### src/pkg/srw_consts.vh
/*
 header of timing constants for the supply reset and
 window watchdog supervisor. assumes a 250 MHz system clock.
*/
`ifndef SRW_CONSTS_VH
`define SRW_CONSTS_VH

`define SRW_CLK_MHZ 250
// reset timeout in microseconds (5 ms, smallest accurate programmed value)
`define SRW_RESET_PERIOD_US 5000
// upper boundary in microseconds (20 ms)
`define SRW_UPPER_PERIOD_US 20000
// ratio upper to lower boundary
`define SRW_UPPER_LOWER_RATIO 31
// blanking time in microseconds (capacitor ramp to 200mV)
`define SRW_BLANK_PERIOD_US 200
// supply-good integration time in microseconds
`define SRW_FILTER_PERIOD_US 10
// kick pulses allowed inside lower boundary in window mode
`define SRW_MAX_FAST_KICKS 2
// cycle counts
`define SRW_RESET_CYCLES (`SRW_RESET_PERIOD_US * `SRW_CLK_MHZ)
`define SRW_UPPER_CYCLES (`SRW_UPPER_PERIOD_US * `SRW_CLK_MHZ)
`define SRW_BLANK_CYCLES (`SRW_BLANK_PERIOD_US * `SRW_CLK_MHZ)
`define SRW_FILTER_CYCLES (`SRW_FILTER_PERIOD_US * `SRW_CLK_MHZ)

`endif

### src/design/srw_supervisor.v
/*
 supply reset generator and timeout/window watchdog with blanking.
 assumes select inputs synchronous to clk_sys_i (kick and power good are synchronised); power_good_i stands for the
 output-voltage comparison; active-low outputs are open-drain style.
*/
// Contract
// - supply reset low while output is below 90 percent of target.
// - supply reset held low through power-up, power-down and brownout.
// - on supply good, run reset timer, then release supply reset.
// - supply falling below threshold drives supply reset low and holds it.
// - supply-good comparison integrated so short dips change nothing.
// - timeout mode faults when no kick edge of either sense in upper period.
// - window mode counts only falling kick edges.
// - window mode faults on more than two kicks inside lower period.
// - window mode faults when no falling kick in upper period.
// - kicks ignored during blanking after either output rises.
// - upper period is 31 times lower period, both from one setting.
// - fault starts reset timer, kicks ignored, fault released on expiry.
// - fault and supply reset never low together; supply reset wins.
// - watchdog off when off-select high, on when low.
// - mode select low is window mode, high is timeout mode.
// - reset timeout set by reset period setting, valid from 5 ms.
// - upper period set by watchdog period setting, valid from 20 ms.
// - lower period scaling accurate only from 3 ms.
// - first kick after blanking has no lower bound, only upper.
// - watchdog fault restarts reset timer, supply reset stays high.
`timescale 1ns/1ps
`include "srw_consts.vh"

module srw_supervisor #(
   parameter CW = 28,
   parameter [CW-1:0] RESET_CYCLES = `SRW_RESET_CYCLES,
   parameter [CW-1:0] UPPER_CYCLES = `SRW_UPPER_CYCLES,
   parameter [CW-1:0] BLANK_CYCLES = `SRW_BLANK_CYCLES,
   parameter [CW-1:0] FILTER_CYCLES = `SRW_FILTER_CYCLES
) (
   input wire clk_sys_i,
   input wire rst_i,
   input wire power_good_i,
   input wire kick_input_i,
   input wire watchdog_off_sel_i,
   input wire timeout_mode_sel_i,
   output reg supply_reset_n_o,
   output reg supply_reset_n_oe_o,
   output reg watchdog_fault_n_o,
   output reg watchdog_fault_n_oe_o
);

   // derived periods and constants, at counter width except 2-bit MAX_FAST
   localparam [CW-1:0] RATIO = `SRW_UPPER_LOWER_RATIO;
   localparam [CW-1:0] LOWER_CYCLES = UPPER_CYCLES / RATIO;
   localparam [CW-1:0] ONE = {{(CW-1){1'b0}}, 1'b1};
   localparam [CW-1:0] ZERO = {CW{1'b0}};
   localparam [CW-1:0] RESET_LAST = RESET_CYCLES - ONE;
   localparam [CW-1:0] BLANK_LAST = BLANK_CYCLES - ONE;
   localparam [CW-1:0] UPPER_LAST = UPPER_CYCLES - ONE;
   localparam [CW-1:0] FILTER_LAST = FILTER_CYCLES - ONE;
   localparam [1:0] MAX_FAST = `SRW_MAX_FAST_KICKS;

   // one-hot states
   localparam [4:0] ST_SUPPLY = 5'h01;
   localparam [4:0] ST_RESET = 5'h02;
   localparam [4:0] ST_BLANK = 5'h04;
   localparam [4:0] ST_WATCH = 5'h08;
   localparam [4:0] ST_FAULT = 5'h10;

   reg [4:0] state_q;
   reg [4:0] state_d;
   reg [CW-1:0] tmr_q;
   reg [CW-1:0] tmr_d;
   reg [CW-1:0] win_q;
   reg [CW-1:0] win_d;
   reg [CW-1:0] filt_q;
   reg [CW-1:0] filt_d;
   reg good_q;
   reg good_d;
   reg [1:0] fast_q;
   reg [1:0] fast_d;
   reg first_q;
   reg first_d;
   reg kick_s1_q;
   reg kick_s2_q;
   reg kick_s3_q;
   reg pg_s1_q;
   reg pg_s2_q;
   reg srst_n_d;
   reg wdf_n_d;
   wire kick_rise;
   wire kick_fall;
   wire kick_evt;
   wire pg_differs;
   wire filt_full;
   wire filt_idle;
   wire reset_done;
   wire blank_done;
   wire upper_done;
   wire lower_open;
   wire kick_valid;
   wire kick_too_fast;

   // kick edges; window mode honours only falling edges
   assign kick_rise = kick_s2_q & ~kick_s3_q;
   assign kick_fall = ~kick_s2_q & kick_s3_q;
   assign kick_evt = timeout_mode_sel_i ? (kick_rise | kick_fall) : kick_fall;

   // decoded timer and window conditions
   assign pg_differs = (pg_s2_q != good_q);
   assign filt_full = (filt_q >= FILTER_LAST);
   assign filt_idle = (filt_q == ZERO);
   assign reset_done = (tmr_q >= RESET_LAST);
   assign blank_done = (tmr_q >= BLANK_LAST);
   assign upper_done = (tmr_q >= UPPER_LAST);
   assign lower_open = (win_q >= LOWER_CYCLES);
   assign kick_valid = timeout_mode_sel_i | first_q | lower_open;
   assign kick_too_fast = (fast_q >= MAX_FAST);

   // kick synchroniser, idles high
   always @(posedge clk_sys_i or posedge rst_i) begin
      if (rst_i) begin
         kick_s1_q <= 1'b1;
         kick_s2_q <= 1'b1;
      end else begin
         kick_s1_q <= kick_input_i;
         kick_s2_q <= kick_s1_q;
      end
   end

   // kick edge history
   always @(posedge clk_sys_i or posedge rst_i) begin
      if (rst_i) begin
         kick_s3_q <= 1'b1;
      end else begin
         kick_s3_q <= kick_s2_q;
      end
   end

   // power-good synchroniser
   always @(posedge clk_sys_i or posedge rst_i) begin
      if (rst_i) begin
         pg_s1_q <= 1'b0;
         pg_s2_q <= 1'b0;
      end else begin
         pg_s1_q <= power_good_i;
         pg_s2_q <= pg_s1_q;
      end
   end

   // integrating filter on supply good
   always @* begin
      filt_d = filt_q;
      good_d = good_q;
      if (pg_differs) begin
         if (filt_full) begin
            good_d = pg_s2_q;
            filt_d = ZERO;
         end else begin
            filt_d = filt_q + ONE;
         end
      end else if (!filt_idle) begin
         filt_d = filt_q - ONE;
      end
   end

   // main sequencer
   always @* begin
      state_d = state_q;
      tmr_d = tmr_q;
      win_d = win_q;
      fast_d = fast_q;
      first_d = first_q;
      srst_n_d = supply_reset_n_o;
      wdf_n_d = watchdog_fault_n_o;
      if (!good_q) begin
         state_d = ST_SUPPLY;
         srst_n_d = 1'b0;
         wdf_n_d = 1'b1;
         tmr_d = {CW{1'b0}};
      end else begin
         case (state_q)
            // supply just became good
            ST_SUPPLY: begin
               state_d = ST_RESET;
               tmr_d = {CW{1'b0}};
            end
            // reset timer running
            ST_RESET: begin
               if (reset_done) begin
                  srst_n_d = 1'b1;
                  wdf_n_d = 1'b1;
                  state_d = ST_BLANK;
                  tmr_d = {CW{1'b0}};
               end else begin
                  tmr_d = tmr_q + ONE;
               end
            end
            ST_BLANK: begin
               // kicks ignored here
               if (blank_done) begin
                  state_d = ST_WATCH;
                  tmr_d = {CW{1'b0}};
                  win_d = {CW{1'b0}};
                  fast_d = 2'h0;
                  first_d = 1'b1;
               end else begin
                  tmr_d = tmr_q + ONE;
               end
            end
            // watching kick edges
            ST_WATCH: begin
               tmr_d = tmr_q + ONE;
               win_d = lower_open ? win_q : win_q + ONE;
               if (watchdog_off_sel_i) begin
                  tmr_d = {CW{1'b0}};
                  first_d = 1'b1;
               end else if (kick_evt) begin
                  tmr_d = {CW{1'b0}};
                  first_d = 1'b0;
                  if (kick_valid) begin
                     win_d = {CW{1'b0}};
                     fast_d = 2'h1;
                  end else if (kick_too_fast) begin
                     state_d = ST_FAULT;
                  end else begin
                     fast_d = fast_q + 2'h1;
                  end
               end else if (upper_done) begin
                  state_d = ST_FAULT;
               end
               if (state_d == ST_FAULT) begin
                  wdf_n_d = 1'b0;
                  tmr_d = {CW{1'b0}};
               end
            end
            // one fault cycle, then reset timer
            ST_FAULT: begin
               state_d = ST_RESET;
               tmr_d = ONE;
            end
            default: begin
               state_d = ST_SUPPLY;
               srst_n_d = 1'b0;
               wdf_n_d = 1'b1;
            end
         endcase
      end
   end

   // sequencer state and timer
   always @(posedge clk_sys_i or posedge rst_i) begin
      if (rst_i) begin
         state_q <= ST_SUPPLY;
         tmr_q <= ZERO;
      end else begin
         state_q <= state_d;
         tmr_q <= tmr_d;
      end
   end

   // window bookkeeping
   always @(posedge clk_sys_i or posedge rst_i) begin
      if (rst_i) begin
         win_q <= ZERO;
         fast_q <= 2'h0;
         first_q <= 1'b1;
      end else begin
         win_q <= win_d;
         fast_q <= fast_d;
         first_q <= first_d;
      end
   end

   // supply-good integrator
   always @(posedge clk_sys_i or posedge rst_i) begin
      if (rst_i) begin
         filt_q <= ZERO;
         good_q <= 1'b0;
      end else begin
         filt_q <= filt_d;
         good_q <= good_d;
      end
   end

   // supply reset output stage, driven low or released
   always @(posedge clk_sys_i or posedge rst_i) begin
      if (rst_i) begin
         supply_reset_n_o <= 1'b0;
         supply_reset_n_oe_o <= 1'b1;
      end else begin
         supply_reset_n_o <= srst_n_d;
         supply_reset_n_oe_o <= ~srst_n_d;
      end
   end

   // watchdog fault output stage, driven low or released
   always @(posedge clk_sys_i or posedge rst_i) begin
      if (rst_i) begin
         watchdog_fault_n_o <= 1'b1;
         watchdog_fault_n_oe_o <= 1'b0;
      end else begin
         watchdog_fault_n_o <= wdf_n_d;
         watchdog_fault_n_oe_o <= ~wdf_n_d;
      end
   end

endmodule // srw_supervisor

### config.mk
export PLATFORM = sky130hd
export DESIGN_NAME = srw_supervisor
export DESIGN_NICKNAME = d
export VERILOG_FILES = /design/src/design/srw_supervisor.v
export VERILOG_INCLUDE_DIRS = /design/src /design/src/pkg
export SDC_FILE = /design/constraint.sdc
export NUM_CORES = 1
export LEC_CHECK = 0
export BUFFER_PORTS_ARGS = -buffer_cell sky130_fd_sc_hd__buf_2
export CAP_MARGIN = 5
export CORE_UTILIZATION = 35
export DETAILED_ROUTE_END_ITERATION = 12
export GPL_TIMING_DRIVEN = 1
export PLACE_DENSITY = 0.52
export SLEW_MARGIN = 15
export SYNTH_ARGS = -nofsm -noshare
export SYNTH_HDL_FRONTEND = slang
export SYNTH_SLANG_ARGS = --single-unit
### constraint.sdc
create_clock -name clk_sys_i -period 9.2 [get_ports clk_sys_i]
set_input_delay 1.84 -clock clk_sys_i [delete_from_list [all_inputs] [get_ports clk_sys_i]]
set_output_delay 1.84 -clock clk_sys_i [all_outputs]
set_load 0.01 [all_outputs]
== Word-level counts from Yosys, hierarchy flattened ==
Index checks and enable logic that the tools add are counted.

* Add/subtract/negate cells: 5
* $lt $le $gt $ge: 6
* Eq/ne operators: 16
* Multiplexer cells: 45
* Bitwise logic cells: 9
* Reductions and logical operators: 10

{| class="wikitable"
|+ Operator list
! operator !! count
|-
| 28-bit 2-to-1 mux || 14
|-
| 28-bit one-hot mux with 5 select lines || 1
|-
| 28-bit by 1-bit adder with 28-bit output, second input constant || 3
|-
| 28-bit one-hot mux with 2 select lines || 1
|-
| 5-bit 2-to-1 mux || 10
|-
| 28-bit by 12-bit >= comparator with 1-bit output, second input constant || 1
|-
| 28-bit by 16-bit >= comparator with 1-bit output, second input constant || 1
|-
| 28-bit by 18-bit >= comparator with 1-bit output, second input constant || 1
|-
| 28-bit by 21-bit >= comparator with 1-bit output, second input constant || 1
|-
| 28-bit by 23-bit >= comparator with 1-bit output, second input constant || 1
|-
| 28-bit logical NOT || 1
|-
| 28-bit by 1-bit subtractor with 28-bit output, second input constant || 1
|-
| 5-bit one-hot mux with 4 select lines || 1
|-
| 3-bit inequality test, second input constant || 4
|-
| 5-bit == test, second input constant || 2
|-
| 2-bit 2-to-1 mux || 5
|-
| 1-bit 2-to-1 mux || 9
|-
| 2-bit inequality test, second input constant || 4
|-
| 6-bit by 1-bit inequality test with 1-bit output, second input constant || 1
|-
| 6-bit AND reduction || 1
|-
| 5-bit by 1-bit == test with 1-bit output, second input constant || 1
|-
| 5-bit by 2-bit == test with 1-bit output, second input constant || 1
|-
| 5-bit by 3-bit == test with 1-bit output, second input constant || 1
|-
| 5-bit by 4-bit == test with 1-bit output, second input constant || 1
|-
| 16 further kinds || 24
|}

* Bits in registers: 102
* Input port bits: 6
* Logic and storage cells: 107

== Longest topological paths before layout ==
* Depth after elaboration: 13
* Mapped depth: 9

== Worst setup path before layout ==
OpenSTA, ideal clock, no wires.

* Kind: in2reg
* Start: input timeout_mode_sel_i
* End: register tmr_q[12]
* Arrival time: 3.196 ns
* Data required time: 9.134 ns
* Slack: 5.938 ns
* Stages: 6
* Path buffers: 1
* Path through: o21ai_0 -> o311ai_2 -> o41ai_4 -> buf_6 -> o221ai_1 -> nand2_1

* Longest elaborated chain between the ends: 11
* Elaborated cells between the ends (all ways): 14
* Classes of those cells: 1 x eq/ne; 11 x mux; 2 x bitwise

{| class="wikitable"
|+ RTL lines
! item !! RTL line !! text
|-
| from (decl) || srw_supervisor.v:42 || <nowiki>input wire timeout_mode_sel_i,</nowiki>
|-
| 1-bit bitwise OR (2 in a row) || srw_supervisor.v:114 || <nowiki>assign kick_valid = timeout_mode_sel_i | first_q | lower_open;</nowiki>
|-
| 5-bit 2-to-1 mux || srw_supervisor.v:218 || <nowiki>if (kick_valid) begin</nowiki>
|-
| 5-bit 2-to-1 mux || srw_supervisor.v:215 || <nowiki>end else if (kick_evt) begin</nowiki>
|-
| 5-bit 2-to-1 mux || srw_supervisor.v:212 || <nowiki>if (watchdog_off_sel_i) begin</nowiki>
|-
| 5-bit 2-to-1 mux || srw_supervisor.v:179 || <nowiki>case (state_q)</nowiki>
|-
| 5-bit 2-to-1 mux || srw_supervisor.v:173 || <nowiki>if (!good_q) begin</nowiki>
|-
| 5-bit == test || srw_supervisor.v:229 || <nowiki>if (state_d == ST_FAULT) begin</nowiki>
|-
| 28-bit 2-to-1 mux * || srw_supervisor.v:229 ||
|-
| 28-bit one-hot mux with 5 select lines * || srw_supervisor.v:179 ||
|-
| 28-bit 2-to-1 mux * || srw_supervisor.v:173 ||
|-
| to (signal assigned) || srw_supervisor.v:255 || <nowiki>tmr_q <= tmr_d;</nowiki>
|-
| to (decl) || srw_supervisor.v:69 || <nowiki>reg [CW-1:0] tmr_q;</nowiki>
|}

Every way passes the cells marked *; elsewhere a longest branch is shown, timed or not. The select of a mux whose other input is x is not followed.
A chain may end at the register's enable or synchronous reset.

== Final worst setup path ==
* Start: input timeout_mode_sel_i
* End: register tmr_q[21]

The elaborated chain is that of the path after synthesis.

==> flow_summary.yaml <==
sta:
  whs_ns: 0.351
  relSlewSlack_pct: 22.5
  fin_crit_ns: 3.79
  skew_ns: 0.0108
  maxClockFrequency_mhz: 264
  finalSetupTns_ns: 0
  finalSetupViolations: 0
  tightestPinTransition_ns: 1.16
  fin_crit_sh_pct: 41.2
  drv_slew: 0
  rsz0062_at_grt: "no"
  hold_violations: 0
drt:
  vias: 4977
  drc: 0
  vias_per_cell: 5.57
  wl_um: 14000
  drtIter0Drc: 284
  ant_nets: 0
  firstDrtPassIters: 5
  wl_per_cell_um: 15.6
cts:
  h-tree-depth: 3
  cts_tree: "done"
  cts_buffers: 9
  clock_latency_ns: 0.37
  cts.sinks: 102
  cts_setup_buffers: 0
  cts-root-buf: "clkbuf_16"
  post_cts_resize_count: 0
  path_clk_slew_ns: 0.08
  cts_hold_buffers: 0
  cts.path.max_buffers: 2
setup_path:
  start_kind: "primary input"
  cp.depth: 6
  slowest_delay_ns: 0.97
  cp_top_family: "compound AO/OA/AOI/OAI gates"
  crit_fanout: 19
  cp_cell_sequence: "buf_2, o21ai_0, o311ai_2, o41ai_4, o21ai_2, o211ai_1"
  r2r_slack_ns: 6.11
  path_buf_inv: 1
  arrival_ns: 4.07
  critical_path_required_ns: 9.48
  rr_startpoint: "tmr_q[0]$_DFFE_PP0P_"
  slowest_stage: "o41ai_4"
  reg2reg_to: "tmr_q[21]$_DFFE_PP0P_"
  r2r_cells: 7
  end_kind: "register"
  worstSetupPathType: "primary input to register"
floorplan:
  dieArea_um2: 17600
  design.core.area_um2: 16600
  num_io_pins: 10
  die_height_um: 133
  start_util_pct: 35.9
  dieWidth_um: 133
  rows: 47
cells_and_area:
  finalNonFillerCells: 894
  fillers: 1669
  post-route-util_pct: 39.0
  fin_nets: 683
  area_delta_synth_final_pct: 8.65
  drive_above_1_share_pct: 10.2
  n_antenna_cell: 0
logic_synthesis:
  synth_fp_nets: 690
  synth-seq-cells: 102
  avgSynthCellArea_um2: 8.83
  synth_edf_count: 0
  ys.flop_type: "dfrtp_1"
  synthCells: 676
  synth-seq-area-share_pct: 42.9
  syn_area_um2: 5970
  synth.distinct_cells: 73
  ys_warn_count: 0
  synthArstFlopShare_pct: 100
run:
  max-cap-violations: 0
global_route:
  grt-ovfl-total: 0
  gr-usage-all-layers_pct: 17.0
  grt_max_degree: 72
  antenna_found_initial: 0
  grt_pass1_vias: 4755
  grt_pass1_wl_um: 24200
placed_design:
  numPortBuffers: 9
  place_hpwl_um: 9560
  placed_cells: 878
  gp_congestion: 0.795
worst_hold_path:
  hold_class: "register to register"
  hold_end: "pg_s2_q$_DFF_PP0_"
  hp-start: "pg_s1_q$_DFF_PP0_"
  hold_depth: 0
outcome:
  status: "finished clean"
pwr:
  power_density_nw_per_um2: 231
  peakVddDrop_mv: 0.125
  p_leak_nw: 2.64
  design_power_total_mw: 1.50
## worst reg2reg max path: stages, from the launching register on
cell and delay (ns):
dfrtp_1 0.44, ha_1 0.33, a311o_1 0.42, nor3b_1 0.15, nor4_1 0.45, o21a_1 0.79
o21ai_2 0.21, o211ai_1 0.22
## layer usage
layer | GRT usage, % | vias up | wire length, µm
li1 | - | 2461 | -
met1 | 23.8 | 2432 | 6890
met2 | 26.3 | 73 | 6490
met3 | 3.03 | 11 | 407
met4 | 5.68 | 0 | 174
met5 | 0 | - | 0
## where the power goes
part           leakage [nW]  internal, mW  switching [mW]
Clock                 0.143         0.193           0.200
Combinational          1.18         0.187           0.337
Sequential             1.32         0.503          0.0773
## through the flow
stage	cell area, µm²	setup WS [ns]
after floorplan	5970	4.70
after global placement	6190	5.18
final	6490	5.41
after detailed placement	6190	5.04
after global routing	6490	5.24
after CTS	6490	5.40
## synthesized netlist by cell type (7+ instances only)
| cell | number | share of area (%) |
|---|---|---|
| dfstp_2 | 7 | 3.1 |
| and2_1 | 25 | 2.6 |
| dfrtp_1 | 95 | 40 |
| or3_1 | 18 | 1.9 |
| clkbuf_1 | 18 | 1.1 |
| nor2b_1 | 16 | 1.7 |
| xnor2_1 | 17 | 2.5 |
| nand4_1 | 18 | 1.9 |
| a21oi_1 | 27 | 2.3 |
| o221ai_1 | 15 | 2.2 |
| buf_2 | 12 | 1.0 |
| nor2_1 | 73 | 4.6 |
| o21ai_0 | 32 | 2.7 |
| and3_1 | 13 | 1.4 |
| or2_2 | 7 | 0.73 |
| nand3_1 | 27 | 2.3 |
| ha_1 | 8 | 1.7 |
| xor2_1 | 12 | 1.8 |
| nor4_1 | 22 | 2.3 |
| inv_1 | 13 | 0.82 |
| nor3_1 | 21 | 1.8 |
| nand2_1 | 86 | 5.4 |
## flip-flops by register name (all words and copies together), names as in the netlist
register and cells:
win_q 28, pg_s2_q 1, first_q 1, kick_s2_q 1, fast_q 2, pg_s1_q 1, kick_s3_q 1, kick_s1_q 1
filt_q 28, watchdog_fault_n_o 1, supply_reset_n_oe_o 1, supply_reset_n_o 1, state_q 5, tmr_q 28, watchdog_fault_n_oe_o 1, good_q 1
## kinds of logic (layout without fill, tap and decap cells)
family                   Yosys count  after routing  share of synthesized area, %
buffers and inverters             45             43                          3.27
AO/OA/AOI/OAI                    136            136                          16.7
XOR/XNOR                          29             29                          4.25
adder cells (fa/ha/maj)            8              8                          1.68
flip-flops                       102            102                          42.9
AND/OR/NAND/NOR                  355            355                          31.0
multiplexers                       1              1                         0.168
## cell usage in the layout (no fill, tap or decap), drive strengths merged, types with 18 or more instances in the layout
cell   count
a21oi     28
nor3      23
or3       18
nor2      74
nand4     18
and2      25
nand2     87
nand3     27
nor4      24
dfrtp     95
o21ai     35
## worst max path at each step
| stage | endpoint | from |
|---|---|---|
| global route | tmr_q[11]$_DFFE_PP0P_ | timeout_mode_sel_i |
| detailed placement | tmr_q[11]$_DFFE_PP0P_ | timeout_mode_sel_i |
| global placement | tmr_q[21]$_DFFE_PP0P_ | timeout_mode_sel_i |
| floorplan | fast_q[0]$_DFFE_PP0P_ | rst_i |
| finish | tmr_q[21]$_DFFE_PP0P_ | timeout_mode_sel_i |
| CTS | tmr_q[11]$_DFFE_PP0P_ | timeout_mode_sel_i |
## cell type report
type	count	area (µm²)	area share, %
clock buffer	9	225	3.47
clock inverter	7	72.6	1.12
inverter	13	51.3	0.791
multi-input combinational	529	3220	49.6
sequential	102	2560	39.5
tap	220	275	4.24
timing repair buffer	14	82.6	1.27
Power figures use the tool's default switching activity.
